### src/include/progseq_regs.svh
`ifndef PROGSEQ_REGS_SVH
`define PROGSEQ_REGS_SVH

// Address width of the program counter and of the return address register.
`define PS_ADDR_W       10
// Address of the first instruction fetched after any reset.
`define PS_PC_RESET     10'h000
// Reset value of the stack level pointer.
`define PS_SP_RESET     1'h0
// Bounds of the reserved test program area, both inclusive.
`define PS_TEST_LO      10'h3EA
`define PS_TEST_HI      10'h3FF
// Mounted program depths of the three variants.
`define PS_DEPTH_SMALL  11'h200
`define PS_DEPTH_MID    11'h300
`define PS_DEPTH_LARGE  11'h3EA
// Idle value of the reset pin synchroniser, pin high means no reset.
`define PS_PIN_SYNC_RST 3'h7
`define PS_POC_SYNC_RST 3'h0

`endif

### src/include/progseq_pkg.sv
`default_nettype none

package progseq_pkg;

  typedef enum logic [1:0] {
    PS_ST_RESET = 2'h0,
    PS_ST_RUN   = 2'h1,
    PS_ST_FAULT = 2'h3
  } progseq_state_e;

  typedef enum logic [1:0] {
    PS_OP_STEP = 2'h0,
    PS_OP_JUMP = 2'h1,
    PS_OP_CALL = 2'h2,
    PS_OP_RET  = 2'h3
  } progseq_op_e;

  typedef struct packed {
    progseq_state_e st;
    logic [9:0]     program_counter;
    logic           stack_level_pointer;
    logic [9:0]     return_address_register;
    logic [2:0]     pin_sync;
    logic [2:0]     poc_sync;
    logic           pin_high;
    logic           poc_active;
    logic           pin_oe;
    logic           pin_out;
    logic           fetch_en;
    logic           sys_reset;
  } progseq_s;

endpackage

`default_nettype wire

### src/hdl/progseq.sv
// Contract
// RULE1: Keep a 10-bit program counter holding the address of the next instruction.
// RULE2: A plain instruction advances the counter by its own length.
// RULE3: A taken jump of any of the five kinds loads the operand target.
// RULE4: A call saves the counter into the return register, then loads the target.
// RULE5: A return loads the counter from the return register.
// RULE6: Every reset puts the program counter at address zero.
// RULE7: The one-bit stack level pointer increments on call, decrements on return.
// RULE8: Reset clears the stack level pointer.
// RULE9: Stack overflow or underflow raises a system reset and zeroes the counter.
// RULE10: Only call, return and reset change the stack level pointer.
// RULE11: Return register is 10 bits; its low byte is the last data register.
// RULE12: A return leaves the return register unchanged.
// RULE13: Reset leaves the return register contents as they were.
// RULE14: Data access to the last data register spoils the return register top bits.
// RULE15: Program memory is word-addressed by the counter; depth depends on variant.
// RULE16: Addresses 3EAH to 3FFH are a reserved test area.
// RULE17: Reaching unmounted space or the test area sends control to address zero.
// RULE18: A low reset pin resets the processor; the pin has a pull-up.
// RULE19: A power-on-clear reset drives the reset pin low while it lasts.
// RULE20: No execution while any reset is asserted; first fetch follows release.
`timescale 1ns/10ps
`default_nettype none
`include "progseq_regs.svh"

module progseq #(
  parameter logic [10:0] DEPTH = `PS_DEPTH_LARGE
) (
  input  wire logic                 i_clk,
  input  wire logic                 i_srst,
  input  wire logic                 i_reset_pin_in,
  input  wire logic                 i_poc_trigger,
  input  wire logic                 i_exec,
  input  wire progseq_pkg::progseq_op_e i_op,
  input  wire logic [1:0]           i_len,
  input  wire logic                 i_taken,
  input  wire logic [9:0]           i_target,
  input  wire logic                 i_rf_wr,
  input  wire logic                 i_rf_rd,
  input  wire logic [7:0]           i_rf_wdata,
  output logic [9:0]                o_program_counter,
  output logic                      o_fetch_en,
  output logic                      o_stack_level_pointer,
  output logic [9:0]                o_return_address_register,
  output logic [7:0]                o_last_data_register,
  output logic                      o_sys_reset,
  output logic                      o_reset_pin_out,
  output logic                      o_reset_pin_oe
);

  progseq_pkg::progseq_s q;
  progseq_pkg::progseq_s d;
  logic       any_reset;
  logic [9:0] seq_addr;
  logic [9:0] next_addr;
  logic       stack_fault;

  // Unmounted space and the reserved test area both count as unusable.
  function automatic logic addr_usable(input logic [9:0] a);
    logic ok;
    ok = ({1'b0, a} < DEPTH);
    if ((a >= `PS_TEST_LO) && (a <= `PS_TEST_HI)) begin // RULE16
      ok = 1'b0;
    end
    return ok;
  endfunction

  always_comb begin
    d           = q;
    any_reset   = !q.pin_high || q.poc_active;
    seq_addr    = 10'(q.program_counter + {8'h00, i_len});
    next_addr   = seq_addr;
    stack_fault = 1'b0;
    d.sys_reset = 1'b0;
    d.pin_out   = 1'b0;
    // A pin change is believed only once the second and third stages agree.
    d.pin_sync  = {q.pin_sync[1:0], i_reset_pin_in};
    d.poc_sync  = {q.poc_sync[1:0], i_poc_trigger};
    if (q.pin_sync[1] == q.pin_sync[2]) begin
      d.pin_high = q.pin_sync[2];
    end
    if (q.poc_sync[1] == q.poc_sync[2]) begin
      d.poc_active = q.poc_sync[2];
    end
    d.pin_oe = d.poc_active; // RULE19
    // The low byte is one storage cell with the last data register.
    if (i_rf_wr) begin
      d.return_address_register[7:0] = i_rf_wdata; // RULE11
    end
    // The top bits are not part of the data cell; they are zeroed, a legal undefined value.
    if (i_rf_wr || i_rf_rd) begin
      d.return_address_register[9:8] = 2'h0; // RULE14
    end
    case (q.st)
      progseq_pkg::PS_ST_RESET: begin
        d.program_counter     = `PS_PC_RESET; // RULE20
        d.stack_level_pointer = `PS_SP_RESET;
        d.fetch_en            = 1'b0;
        if (!any_reset) begin
          d.st       = progseq_pkg::PS_ST_RUN;
          d.fetch_en = 1'b1; // RULE20
        end
      end
      progseq_pkg::PS_ST_RUN: begin
        if (any_reset) begin
          d.st                  = progseq_pkg::PS_ST_RESET; // RULE18
          d.program_counter     = `PS_PC_RESET; // RULE6
          d.stack_level_pointer = `PS_SP_RESET; // RULE8
          d.fetch_en            = 1'b0;
        end else if (i_exec) begin
          case (i_op)
            progseq_pkg::PS_OP_JUMP: begin
              if (i_taken) begin
                next_addr = i_target; // RULE3
              end
            end
            progseq_pkg::PS_OP_CALL: begin
              if (q.stack_level_pointer) begin
                stack_fault = 1'b1; // RULE9
              end else begin
                d.return_address_register = seq_addr; // RULE4
                d.stack_level_pointer     = 1'b1; // RULE7
                next_addr                 = i_target; // RULE4
              end
            end
            progseq_pkg::PS_OP_RET: begin
              if (!q.stack_level_pointer) begin
                stack_fault = 1'b1; // RULE9
              end else begin
                d.stack_level_pointer = 1'b0; // RULE7
                next_addr             = q.return_address_register; // RULE5
              end
            end
            default: begin
              next_addr = seq_addr; // RULE2
            end
          endcase
          if (stack_fault) begin
            d.st                  = progseq_pkg::PS_ST_FAULT;
            d.program_counter     = `PS_PC_RESET; // RULE9
            d.stack_level_pointer = `PS_SP_RESET;
            d.fetch_en            = 1'b0;
            d.sys_reset           = 1'b1;
          end else if (addr_usable(next_addr)) begin
            d.program_counter = next_addr; // RULE1
          end else begin
            d.program_counter = `PS_PC_RESET; // RULE17
          end
        end
      end
      progseq_pkg::PS_ST_FAULT: begin
        d.program_counter = `PS_PC_RESET;
        d.st              = any_reset ? progseq_pkg::PS_ST_RESET : progseq_pkg::PS_ST_RUN;
        d.fetch_en        = !any_reset;
      end
      default: begin
        d.st = progseq_pkg::PS_ST_RESET;
      end
    endcase
    // The return register survives every reset; no reset, the power-up one included, gives it a value.
    if (i_srst) begin
      d.st                  = progseq_pkg::PS_ST_RESET;
      d.program_counter     = `PS_PC_RESET; // RULE6
      d.stack_level_pointer = `PS_SP_RESET; // RULE8
      d.pin_sync            = `PS_PIN_SYNC_RST;
      d.poc_sync            = `PS_POC_SYNC_RST;
      d.pin_high            = 1'b1;
      d.poc_active          = 1'b0;
      d.pin_oe              = 1'b0;
      d.fetch_en            = 1'b0;
      d.sys_reset           = 1'b0;
      d.return_address_register = q.return_address_register; // RULE13
    end
  end

  always_ff @(posedge i_clk) begin
    q <= d;
  end

  // The power-up value of the return register is left open on purpose.
  assign o_program_counter         = q.program_counter; // RULE15
  assign o_fetch_en                = q.fetch_en;
  assign o_stack_level_pointer     = q.stack_level_pointer;
  assign o_return_address_register = q.return_address_register;
  assign o_last_data_register      = q.return_address_register[7:0];
  assign o_sys_reset               = q.sys_reset;
  assign o_reset_pin_out           = q.pin_out;
  assign o_reset_pin_oe            = q.pin_oe;

  logic run_exec;
  assign run_exec = (q.st == progseq_pkg::PS_ST_RUN) && !any_reset && i_exec;
endmodule

`default_nettype wire

### config.mk
export PLATFORM = sky130hd
export DESIGN_NAME = progseq
export DESIGN_NICKNAME = d
export VERILOG_FILES = /design/src/include/progseq_pkg.sv /design/src/hdl/progseq.sv
export VERILOG_INCLUDE_DIRS = /design/src /design/src/include
export SDC_FILE = /design/constraint.sdc
export NUM_CORES = 1
export LEC_CHECK = 0
export ABC_AREA = 1
export BUFFER_PORTS_ARGS = -buffer_cell sky130_fd_sc_hd__buf_2
export CORE_UTILIZATION = 47
export CTS_CLUSTER_DIAMETER = 30
export DETAILED_ROUTE_END_ITERATION = 10
export GPL_TIMING_DRIVEN = 0
export PLACE_DENSITY = 0.76
export SYNTH_ARGS = -nofsm -noshare
export SYNTH_HDL_FRONTEND = slang
export SYNTH_SLANG_ARGS = --single-unit
### constraint.sdc
create_clock -name i_clk -period 2.1 [get_ports i_clk]
set_input_delay 0.42 -clock i_clk [delete_from_list [all_inputs] [get_ports i_clk]]
set_output_delay 0.42 -clock i_clk [all_outputs]
set_load 0.02 [all_outputs]
======== Word level (Yosys, flattened, before mapping) ========
Cells that the tools add are included.
word-level totals
  bits in registers ....................... 33
  word-level logic and storage cells ...... 84
  input bits .............................. 30
  output and inout bits ................... 33
cells by class
  reductions and logical operators ........ 15
  $lt $le $gt $ge ......................... 3
  bitwise logic cells ..................... 2
  muxes and demuxes ....................... 42
  equal/unequal tests ..................... 11
  add/subtract/negate cells ............... 1
operators with widths
  cell                                                                   count
  10-bit 2-to-1 mux                                                      12
  10-bit case mux with 3 select lines                                    1
  23-bit 2-to-1 mux                                                      1
  10-bit case mux with 2 select lines                                    1
  1-bit 2-to-1 mux                                                       15
  13-bit 2-to-1 mux                                                      1
  10-bit by 2-bit adder with 10-bit output                               1
  10-bit >= comparator, second input constant                            1
  10-bit <= comparator, second input constant                            1
  10-bit < comparator, second input constant                             1
  2-bit 2-to-1 mux                                                       5
  3-bit AND reduction                                                    3
  8-bit 2-to-1 mux                                                       1
  2-bit equality test, second input constant                             3
  1-bit case mux with 2 select lines                                     3
  2-bit case mux with 3 select lines                                     1
  5-bit by 2-bit != test with 1-bit output, second input constant        1
  2-bit by 1-bit equality test with 1-bit output, second input constant  2
  2-bit nonzero test                                                     2
  4-bit OR reduction                                                     1
  3-bit by 2-bit != test with 1-bit output, second input constant        1
  3-bit != test, second input constant                                   1
  1-bit case mux with 3 select lines                                     1
  3-bit nonzero test                                                     1
  9 further kinds                                                        13

======== Longest topological paths before layout ========
Gate-level depths: netlist of run 1.
  depth in word-level cells ............... 18
  depth in mapped cells ................... 13
  mapped depth without buffers ............ 13

======== Worst setup path after synthesis of run 1 ========
OpenSTA, ideal clock, no wires.
  path kind ............................... input to register
  start ................................... input port i_len[0]
  end ..................................... register q (netlist bit o_program_counter[0])
  cell stages on the path ................. 12
  setup time .............................. 132 ps
  arrival ................................. 1906 ps
  path slack .............................. 62 ps
  path through ............................ ha_1 fa_1 nand2_1 nor2_2 nand2_1 nand3_1 nand2_1 nand2_1 nor2_4 nand3_4 nand3_1 a21oi_1
between the ends
  word-level cells in the longest chain between the ends .. 18
RTL lines
  element                                                                               RTL line                                        source
  start: declaration                                                                    progseq.sv:35                                   input wire logic [1:0] i_len,
  10-bit by 2-bit adder with 10-bit output (*)                                          progseq.sv:71                                   seq_addr = 10'(q.program_counter + {8'h00, i_len});
  10-bit 2-to-1 mux, on equally long branches                                           progseq.sv:127, progseq.sv:113, progseq.sv:118
  10-bit case mux with 3 select lines (*)                                               progseq.sv:111                                  case (i_op)
  10-bit 2-to-1 mux (*)                                                                 progseq.sv:110                                  end else if (i_exec) begin
  10-bit 2-to-1 mux (*)                                                                 progseq.sv:105                                  if (any_reset) begin
  10-bit 2-to-1 mux (*)                                                                 progseq.sv:94                                   case (q.st)
  10-bit >= comparator (no source line) / 10-bit <= comparator (equally long branches)  --
  1-bit logical AND                                                                     progseq.sv:62                                   if ((a >= `PS_TEST_LO) && (a <= `PS_TEST_HI)) begin
  [... 2 more ...]                                                                      --
  1-bit 2-to-1 mux                                                                      progseq.sv:110
  1-bit 2-to-1 mux                                                                      progseq.sv:105
  1-bit 2-to-1 mux                                                                      progseq.sv:94
  10-bit 2-to-1 mux (*)                                                                 progseq.sv:144                                  end else if (addr_usable(next_addr)) begin
  10-bit 2-to-1 mux (*)                                                                 progseq.sv:138                                  if (stack_fault) begin
  23-bit 2-to-1 mux (*)                                                                 progseq.sv:110
  13-bit 2-to-1 mux (*)                                                                 progseq.sv:105
  10-bit case mux with 2 select lines (*)                                               progseq.sv:94
  end signal: assignment                                                                progseq.sv:177                                  q <= d;
  end: declaration                                                                      progseq.sv:51                                   progseq_pkg::progseq_s q;
Mark *: on every way between the ends. The rest lies on a longest branch, timed or not. The select of a mux whose other input is x is not followed.
A chain may end at the register's enable or synchronous reset.

======== Final worst setup path of run 1 ========
  start ................................... register q (netlist bit o_program_counter[0])
  end ..................................... register q (netlist bit o_program_counter[3])
between the ends
  word-level cells in the longest chain between the ends .. 18
RTL lines
  element                                                                               RTL line
  10-bit by 2-bit adder with 10-bit output (*)                                          progseq.sv:71
  10-bit 2-to-1 mux, on equally long branches                                           progseq.sv:127, progseq.sv:113, progseq.sv:118
  10-bit case mux with 3 select lines (*)                                               progseq.sv:111
  10-bit 2-to-1 mux (*)                                                                 progseq.sv:110
  10-bit 2-to-1 mux (*)                                                                 progseq.sv:105
  10-bit 2-to-1 mux (*)                                                                 progseq.sv:94
  10-bit >= comparator (no source line) / 10-bit <= comparator (equally long branches)  --
  1-bit logical AND                                                                     progseq.sv:62
  [... 2 more ...]                                                                      --
  1-bit 2-to-1 mux                                                                      progseq.sv:110
  1-bit 2-to-1 mux                                                                      progseq.sv:105
  1-bit 2-to-1 mux                                                                      progseq.sv:94
  10-bit 2-to-1 mux (*)                                                                 progseq.sv:144
  10-bit 2-to-1 mux (*)                                                                 progseq.sv:138
  23-bit 2-to-1 mux (*)                                                                 progseq.sv:110
  13-bit 2-to-1 mux (*)                                                                 progseq.sv:105
  10-bit case mux with 2 select lines (*)                                               progseq.sv:94
Marks and branches as above.

==> results of run 1 <==
placed cells by master (no fill, tap or decap), types with 2 or more instances in the layout:
master / count
a21oi_1: 23
a22oi_1: 4
a31oi_1: 7
buf_2: 60
buf_4: 35
clkbuf_1: 3
clkbuf_8: 6
dfxtp_1: 21
edfxtp_1: 10
ha_1: 4
inv_1: 33
inv_2: 4
nand2_1: 68
nand2_2: 8
nand2_4: 2
nand3_1: 31
nand3_2: 5
nand3_4: 2
nand4_1: 3
nor2_1: 22
nor2_4: 6
nor3_1: 2
o21ai_0: 9
o21ai_1: 3
or2_2: 3
worst max-delay path, stage by stage (launching register included):
cell     delay, ns
dfxtp_4       0.36
ha_4          0.16
fa_2          0.36
nand2_2       0.12
nor2_4        0.05
nand4_1       0.13
nand3_2       0.12
nand2_2       0.09
nand2_2       0.07
nor2_4        0.24
nand3_4       0.14
nand3_1       0.10
a21oi_1       0.07
state kept, by name (all words and copies together), names as in the netlist:
register                   cells
o_return_address_register     10
o_program_counter             10
o_reset_pin_oe                 1
o_sys_reset                    1
o_stack_level_pointer          1
o_fetch_en                     1
q                              9
layout make-up:
cell class / instances / area [µm²] / share of cell area
Buffer: 34 / 241 / 0.0835
Clock buffer: 7 / 108 / 0.0372
Clock inverter: 1 / 6.26 / 0.00216
Inverter: 38 / 143 / 0.0493
Multi-Input combinational cell: 217 / 1220 / 0.423
Sequential cell: 33 / 766 / 0.265
Tap cell: 52 / 65.1 / 0.0225
Timing Repair Buffer: 65 / 340 / 0.118
worst min path at each step:
stage	startpoint	to	slack, ns	cells after the start
6_report	i_reset_pin_in	q[9]	0.31	2
3_5_place_dp	q[6]	q[7]	0.40	2
3_3_place_gp	q[6]	q[7]	0.39	2
4_1_cts	i_reset_pin_in	q[9]	0.31	2
5_1_grt	i_reset_pin_in	q[9]	0.31	2
2_1_floorplan	q[6]	q[7]	0.39	2
metal layers:
metal / global-route usage / vias to the layer above / wire, µm
met5: 0 / - / 0
met4: 0.109 / 0 / 123
met3: 0.0563 / 14 / 460
met2: 0.392 / 95 / 2810
met1: 0.267 / 1058 / 2490
li1: - / 1173 / -
through the flow:
stage / power (mW) / TNS [ns]
floorplan: 1.10 / 0
global placement: 1.22 / -2.62
detailed placement: 1.23 / -3.42
CTS: 1.83 / 0
global route: 1.96 / -1.26
finish: 1.86 / -0.244
power by group through the flow:
stage	Sequential, mW	Combinational (mW)	Clock [mW]
after floorplan	0.758	0.338	0
after CTS	0.743	0.488	0.602
final	0.743	0.521	0.596
after detailed placement	0.757	0.477	0
after global routing	0.749	0.579	0.628
after global placement	0.753	0.470	0
cell families after synthesis:
kind of cell    share of synthesized area
other cells                       0.00166
fa+ha+maj                          0.0420
buf+inv                             0.168
mux                               0.00442
compound gates                      0.139
xor+xnor                          0.00387
flops                               0.336
simple gates                        0.304
what timing repair did:
action | 4_1_cts | 5_1_grt
gates resized for setup | 9 | 18
gates cloned | 1 | 1
buffers inserted | 0 | 6
pin swaps | 4 | 5
setup endpoints to repair | 18 | 17
endpoints found under the hold margin | 0 | 0
==> run summary, run 1 <==
Outcome: complete, but fails checks
Failing checks: design-rule violations, negative setup slack
Netlist Area Pre-Place: 2260 µm²
Worst R2R End: o_program_counter[3]
Antenna cells: 0
Clk pwr share: 0.320
Largest net degree at the start of global routing: 13
Seq/Total Area, Yosys: 0.336
CP Launch Type: register
First-pass GRT wire length: 9130 µm
Worst setup margin: -0.0436 ns
Crit path DAT: 2.30 ns
Fin util: 0.646
Worst-skew pair later-pin latency: 0.30 ns
Pwr/cell area: 643 nW/µm²
Final Hold Viols: 0
Count leader, synth: nand2_1
Clock tree from TritonCTS: done
Place WS: -0.265 ns
R2R depth: 12
Final #Nets: 431
Wire length per cell: 13.2 µm
Clock buffer count from CTS: 5
GRT Total Usage: 0.228
Die Y: 71.4 µm
Dpl cells: 431
Post-synth top cells: nand2_1 (73), nand3_1 (35), inv_1 (34)
Ys Warns: 0
Worst setup path end: o_program_counter[3]
Period utilisation layout: 1.02
Ranking of synthesized cells by area: dfxtp_1 (20%), edfxtp_1 (13%), nand2_1 (12%)
DPL Wire Length: 4230 µm
Cell taking the most area after synthesis: dfxtp_1
Vias in the first global route: 2,080
Post-placement cell area: 2620 µm²
Number of synthesized flops with an enable pin: 10
R2r setup slk: -0.04 ns
Final instance area: 2890 µm²
Filler cells: 400
Syn avg cell area: 7.07 µm²
Fin crit period: 2.14 ns
Crit. End Element: register
RSZ-0062 raised after global routing: yes
Final GP Congestion: 0.881
Peak VDD IR: 0.447 mV
Post-Layout Cell Count: 447
Share of layout cells above drive strength 1: 0.357
Detailed Routing Iterations Pass 1: 8
Power share of the sequential group: 0.400
Async SR Flop Fraction: 0
Bufs on Longest Clock Path: 2
Sw Pwr: 609 µW
Slew Viols, Final: 0
Crit Path Class: reg2reg
Number of synthesized register bits: 33
Mapped Cells: 320
Initial Utilization: 0.506
Number of antenna violations at the first check in global routing: 0
Slew HR: 0.543
CP max FO: 5
Combinational power share: 0.280
H-Tree Depth: 2
Syn Nets: 357
Worst Path Required: 2.26 ns
Drt total wl: 5890 µm
Grt ovf: 0
Avg Vias per Cell: 5.23
Core Area: 4470 µm²
IO Pins: 63
Yosys top cell area share: 0.204
DRT iter0 DRCs: 226
Post-DRT Antenna Nets: 0
Reg-to-Reg Start: o_program_counter[0]
Ys flop type: dfxtp_1
Fin Hold WS: 0.309 ns
Pint: 1.25 mW
Clock skew: 0.00823 ns
Final setup fails: 10
Cts hold-fix bufs: 0
CP startpoint: o_program_counter[0]
Die Span X: 71.4 µm
Count of input and output buffers: 59
Hold Crit Class: in2reg
Register clock-pin slew on the reported worst setup and hold paths: 0.07 ns
DIE AREA: 5090 µm²
Highest Clock Rate: 467 MHz
Max_cap viols: 0
CTS sink count: 33
# rows: 24
Area growth, synth to finish: 27.8%
Tightest Pin Transition: 0.681 ns
Root buffer cell: clkbuf_8
Yosys cell types: 38
Pleak: 1.40 nW
DR DRC count: 7
Vias: 2,340
Sw Share: 0.328
(Power assumes the default switching activity.)
==> run 2, diff against run 1 <==
--- a/config.mk
+++ b/config.mk
@@ -11,6 +11,7 @@
 export CORE_UTILIZATION = 47
 export CTS_CLUSTER_DIAMETER = 30
 export DETAILED_ROUTE_END_ITERATION = 10
+export GPL_ROUTABILITY_DRIVEN = 0
 export GPL_TIMING_DRIVEN = 0
 export PLACE_DENSITY = 0.76
 export SYNTH_ARGS = -nofsm -noshare
==> constraint.sdc (replaced) <==
create_clock -name i_clk -period 2.1 [get_ports i_clk]
set_input_delay 0 -clock i_clk [delete_from_list [all_inputs] [get_ports i_clk]]
set_output_delay 0 -clock i_clk [all_outputs]
set_load 0.02 [all_outputs]
==> run summary, run 2 (same netlist as run 1, synthesis figures left out) <==
Register clock-pin slew on the reported worst setup and hold paths: 0.07 ns
Peak VDD IR: 0.455 mV
IO Pins: 63
DR DRC count: 7
Crit. End Element: register
# rows: 24
CTS sink count: 33
Final Hold Viols: 0
Pwr Total: 1.86 mW
Post-placement cell area: 2620 µm²
Worst setup margin: -0.0530 ns
Pwr/cell area: 638 nW/µm²
Avg Vias per Cell: 5.21
R2r setup slk: -0.05 ns
Final instance area: 2920 µm²
R2R depth: 13
Hold Crit Class: in2reg
Detailed Routing Iterations Pass 1: 8
Hold path depth: 3
Vias: 2,345
Hold Path Sink: o_return_address_register[5]
Dpl cells: 431
GRT Total Usage: 0.229
CP Buf/Inv Count: 0
Clock tree from TritonCTS: done
Setup_tns: -0.322 ns
CP Cell Sequence: ha_4 > fa_2 > nand2_2 > nor2_4 > nand3_1 > nand2_1 > nand3_2 > nand2_2 > nand2_2 > nor2_4 > nand3_4 > nand3_1 > a21oi_1
Wire length per cell: 13.2 µm
Initial Utilization: 0.506
Crit Path Class: reg2reg
Highest Clock Rate: 464 MHz
CP Launch Type: register
CP max FO: 5
Fin crit period: 2.15 ns
Max_cap viols: 0
Clock skew: 0.00879 ns
Worst R2R End: o_program_counter[3]
Vias in the first global route: 2,098
Worst Min Path Start: i_rf_wdata[5]
DIE AREA: 5090 µm²
Number of antenna violations at the first check in global routing: 0
CP max-delay cell: dfxtp_4
Slew HR: 0.540
Die Span X: 71.4 µm
Area growth, synth to finish: 29.1%
Most frequent cells in the layout: nand2_1 (68), buf_2 (60), buf_4 (35)
Die Y: 71.4 µm
Post-DRT Antenna Nets: 0
Worst path top cell family by delay: simple AND/OR/NAND/NOR gates
Root buffer cell: clkbuf_8
Drt total wl: 5930 µm
Largest net degree at the start of global routing: 13
Bufs on Longest Clock Path: 2
Reg-to-Reg Start: o_program_counter[0]
Final setup fails: 10
Period utilisation layout: 1.03
First-pass GRT wire length: 9180 µm
RSZ-0062 raised after global routing: yes
Pleak: 1.41 nW
Final #Nets: 434
Worst Path Required: 2.26 ns
Antenna cells: 0
DRT iter0 DRCs: 177
Worst path max stage delay: 0.37 ns
Outcome: complete, but fails checks
Slew Viols, Final: 0
Count of input and output buffers: 59
Share of layout cells above drive strength 1: 0.354
Cell mode on critical path: nand2_2
Crit path DAT: 2.31 ns
Core Area: 4470 µm²
Worst-skew pair later-pin latency: 0.30 ns
Clock buffer count from CTS: 5
H-Tree Depth: 2
DPL Wire Length: 4230 µm
Grt ovf: 0
Tightest Pin Transition: 0.686 ns
Failing checks: design-rule violations, negative setup slack
Post-Layout Cell Count: 450
Leading cell type in the layout, fill and taps excluded: nand2_1
==> run 2: worst max path at each step <==
stage / start / endpoint / depth (start not counted)
after global routing: o_program_counter[0] / o_program_counter[0] / 12
after CTS: o_program_counter[0] / o_program_counter[8] / 13
final: o_program_counter[0] / o_program_counter[3] / 13
after detailed placement: q[34] / o_return_address_register[5] / 10
after floorplan: o_program_counter[0] / o_program_counter[0] / 12
after global placement: q[34] / o_return_address_register[5] / 10
==> run 2: report_power, final <==
part           internal [mW]  total, mW  switching, mW
combinational          0.209      0.526          0.316
clock                  0.339      0.596          0.257
sequential             0.705      0.742         0.0377
total                   1.25       1.86          0.611
==> run 2: cell type report <==
type	instances	area (µm²)
Buffer	34	241
Clock buffer	7	108
Clock inverter	1	6.26
Fill cell	396	1550
Inverter	38	143
Multi-Input combinational cell	217	1220
Sequential cell	33	766
Tap cell	52	65.1
Timing Repair Buffer	68	370
==> run 2: per-stage QoR <==
stage / setup WS, ns / utilization / hold slack, ns
after detailed placement: -0.256 / 0.586 / 0.202
after floorplan: 0.186 / - / 0.104
final: -0.0530 / 0.653 / 0.0681
after global routing: -0.146 / 0.653 / 0.0982
after CTS: 0.0119 / 0.626 / 0.0454
after global placement: -0.197 / 0.586 / 0.185
==> run 2: worst register-to-register path, cell delays in order, from the launching register on <==
cell and delay (ns):
dfxtp_4 0.37, ha_4 0.14, fa_2 0.22, nand2_2 0.09
nor2_4 0.16, nand3_1 0.10, nand2_1 0.14, nand3_2 0.11
nand2_2 0.09, nand2_2 0.06, nor2_4 0.24, nand3_4 0.14
nand3_1 0.10, a21oi_1 0.07
==> run 2: metal layers <==
| layer | routed length, µm | track usage | vias up |
|---|---|---|---|
| li1 | - | - | 1177 |
| met1 | 2510 | 0.267 | 1070 |
| met2 | 2850 | 0.396 | 84 |
| met3 | 452 | 0.0563 | 14 |
| met4 | 123 | 0.109 | 0 |
| met5 | 0 | 0 | - |
==> run 2: what timing repair did <==
item / 4_1_cts / 5_1_grt
setup buffers: 0 / 6
gates cloned: 1 / 1
hold endpoints to repair: 2 / 0
pin swaps: 4 / 5
hold buffers: 3 / 0
gates resized for setup: 9 / 18
endpoints found under the setup margin: 18 / 17
==> run 3, diff against run 2 <==
--- a/config.mk
+++ b/config.mk
@@ -8,12 +8,14 @@
 export LEC_CHECK = 0
 export ABC_AREA = 1
 export BUFFER_PORTS_ARGS = -buffer_cell sky130_fd_sc_hd__buf_2
-export CORE_UTILIZATION = 47
+export CELL_PAD_IN_SITES_DETAIL_PLACEMENT = 0
+export CELL_PAD_IN_SITES_GLOBAL_PLACEMENT = 1
+export CORE_UTILIZATION = 33
 export CTS_CLUSTER_DIAMETER = 30
 export DETAILED_ROUTE_END_ITERATION = 10
 export GPL_ROUTABILITY_DRIVEN = 0
 export GPL_TIMING_DRIVEN = 0
-export PLACE_DENSITY = 0.76
+export PLACE_DENSITY_LB_ADDON = 0.1
 export SYNTH_ARGS = -nofsm -noshare
 export SYNTH_HDL_FRONTEND = slang
 export SYNTH_SLANG_ARGS = --single-unit
==> run summary, run 3 (same netlist as run 1, synthesis figures left out) <==
Worst Path Required: 2.25 ns
Vias: 2,285
Bufs on Longest Clock Path: 2
Slew Viols, Final: 0
Worst-skew pair later-pin latency: 0.29 ns
Share of layout cells above drive strength 1: 0.362
Drt total wl: 6060 µm
Count of input and output buffers: 59
DR DRC count: 4
Core Area: 6490 µm²
Antenna cells: 0
Root buffer cell: clkbuf_8
CP max FO: 5
Largest net degree at the start of global routing: 13
Final Hold Viols: 0
WL met2: 3090 µm
CP Launch Type: register
DIE AREA: 7190 µm²
Register clock-pin slew on the reported worst setup and hold paths: 0.08 ns
Worst path max stage delay: 0.42 ns
Crit. End Element: register
R2R depth: 12
# rows: 29
DR top layer: met4
Met3 routed WL: 189 µm
CP max-delay cell: fa_2
IO Pins: 63
CP Cell Sequence: ha_4 > fa_2 > nand2_4 > nor2_4 > inv_1 > nand2_1 > nor2_1 > nor2_2 > a21oi_2 > nand2_4 > nand3_1 > a21oi_1
Number of antenna violations at the first check in global routing: 0
Max_cap viols: 0
Clock buffer count from CTS: 5
Area growth, synth to finish: 29.5%
Worst setup margin: -0.0320 ns
Initial Utilization: 0.348
Pleak: 1.39 nW
Grt ovf: 0
GRT Total Usage: 0.170
Most frequent cells in the layout: nand2_1 (67), buf_2 (60), inv_1 (33)
Final setup fails: 10
CTS sink count: 33
Peak VDD IR: 0.381 mV
Vias in the first global route: 2,064
Post-Layout Cell Count: 472
RSZ-0062 raised after global routing: yes
DRT iter0 DRCs: 80
Hold path depth: 3
H-Tree Depth: 2
Slew HR: 0.490
Leading cell type in the layout, fill and taps excluded: nand2_1
Clock tree from TritonCTS: done
Outcome: complete, but fails checks
Crit path DAT: 2.28 ns
Crit Path Class: reg2reg
Hold Crit Class: in2reg
First-pass GRT wire length: 9520 µm
Pwr Total: 1.76 mW
Clock skew: 0.00804 ns
Met1 wire length: 2720 µm
Place WS: -0.320 ns
Die Y: 84.8 µm
Post-DRT Antenna Nets: 0
Highest Clock Rate: 469 MHz
Failing checks: design-rule violations, negative setup slack
Final #Nets: 431
Die Span X: 84.8 µm
Tightest Pin Transition: 0.760 ns
Fin crit period: 2.13 ns
Wire length per cell: 12.8 µm
DPL Wire Length: 4650 µm
Pwr/cell area: 599 nW/µm²
Detailed Routing Iterations Pass 1: 9
Period utilisation layout: 1.02
Cell mode on critical path: nand2_4
Avg Vias per Cell: 4.84
Dpl cells: 456
run 3: changes by cell type in the layout (fill, tap and decap cells not counted), sizes merged:
cell and delta:
buf -3, clkbuf -2, clkinvlp +1, inv +1
run 3: final cells by class:
type	count	area (µm²)
tap	77	96.3
clock buffer	5	68.8
buffer	34	241
fill	699	3570
sequential	33	764
multi-input combinational	217	1250
clock inverter	3	20.0
inverter	38	143
timing repair buffer	65	348
run 3: metal layers:
layer	global-route usage	vias to the layer above
met5	0	-
met4	0.0462	0
met3	0.0324	6
met2	0.309	39
met1	0.203	1064
li1	-	1176
run 3: worst paths after layout:
check	end	startpoint	slack [ns]
setup / recovery	o_program_counter[0]	o_program_counter[0]	-0.03
hold / removal	o_return_address_register[5]	i_rf_wdata[5]	0.04
hold reg to reg	q[7]	q[6]	0.41
setup reg to reg	o_program_counter[0]	o_program_counter[0]	-0.03
run 3: worst max-delay path, delay by kind of cell, from the launching register on:
family	cells	cell delay [ns]
AOI/OAI and AO/OA	2	0.34
adders and majority gates	2	0.58
buffers and inverters	1	0.08
DFF	1	0.36
and+or+nand+nor	7	0.63
run 3: timing repair:
action,CTS,global route
gates resized for setup,11,21
endpoints found under the setup margin,18,15
hold buffers,3,0
pin swaps,5,10
gates cloned,1,1
setup buffers,1,2
endpoints found under the hold margin,2,0
run 3: power by group:
part           internal (mW)  switching [mW]
clock                  0.234           0.261
sequential             0.704          0.0374
combinational          0.203           0.314
total                   1.14           0.613
run 3: per-stage QoR:
stage	util	hold WS [ns]	TNS (ns)	instance area (µm²)
after floorplan	-	0.104	0	2260
after global placement	0.409	0.184	-1.80	2650
after detailed placement	0.409	0.185	-2.21	2650
after CTS	0.435	0.0370	-0.0235	2820
after global routing	0.451	0.0919	-1.47	2930
final	0.451	0.0408	-0.231	2930
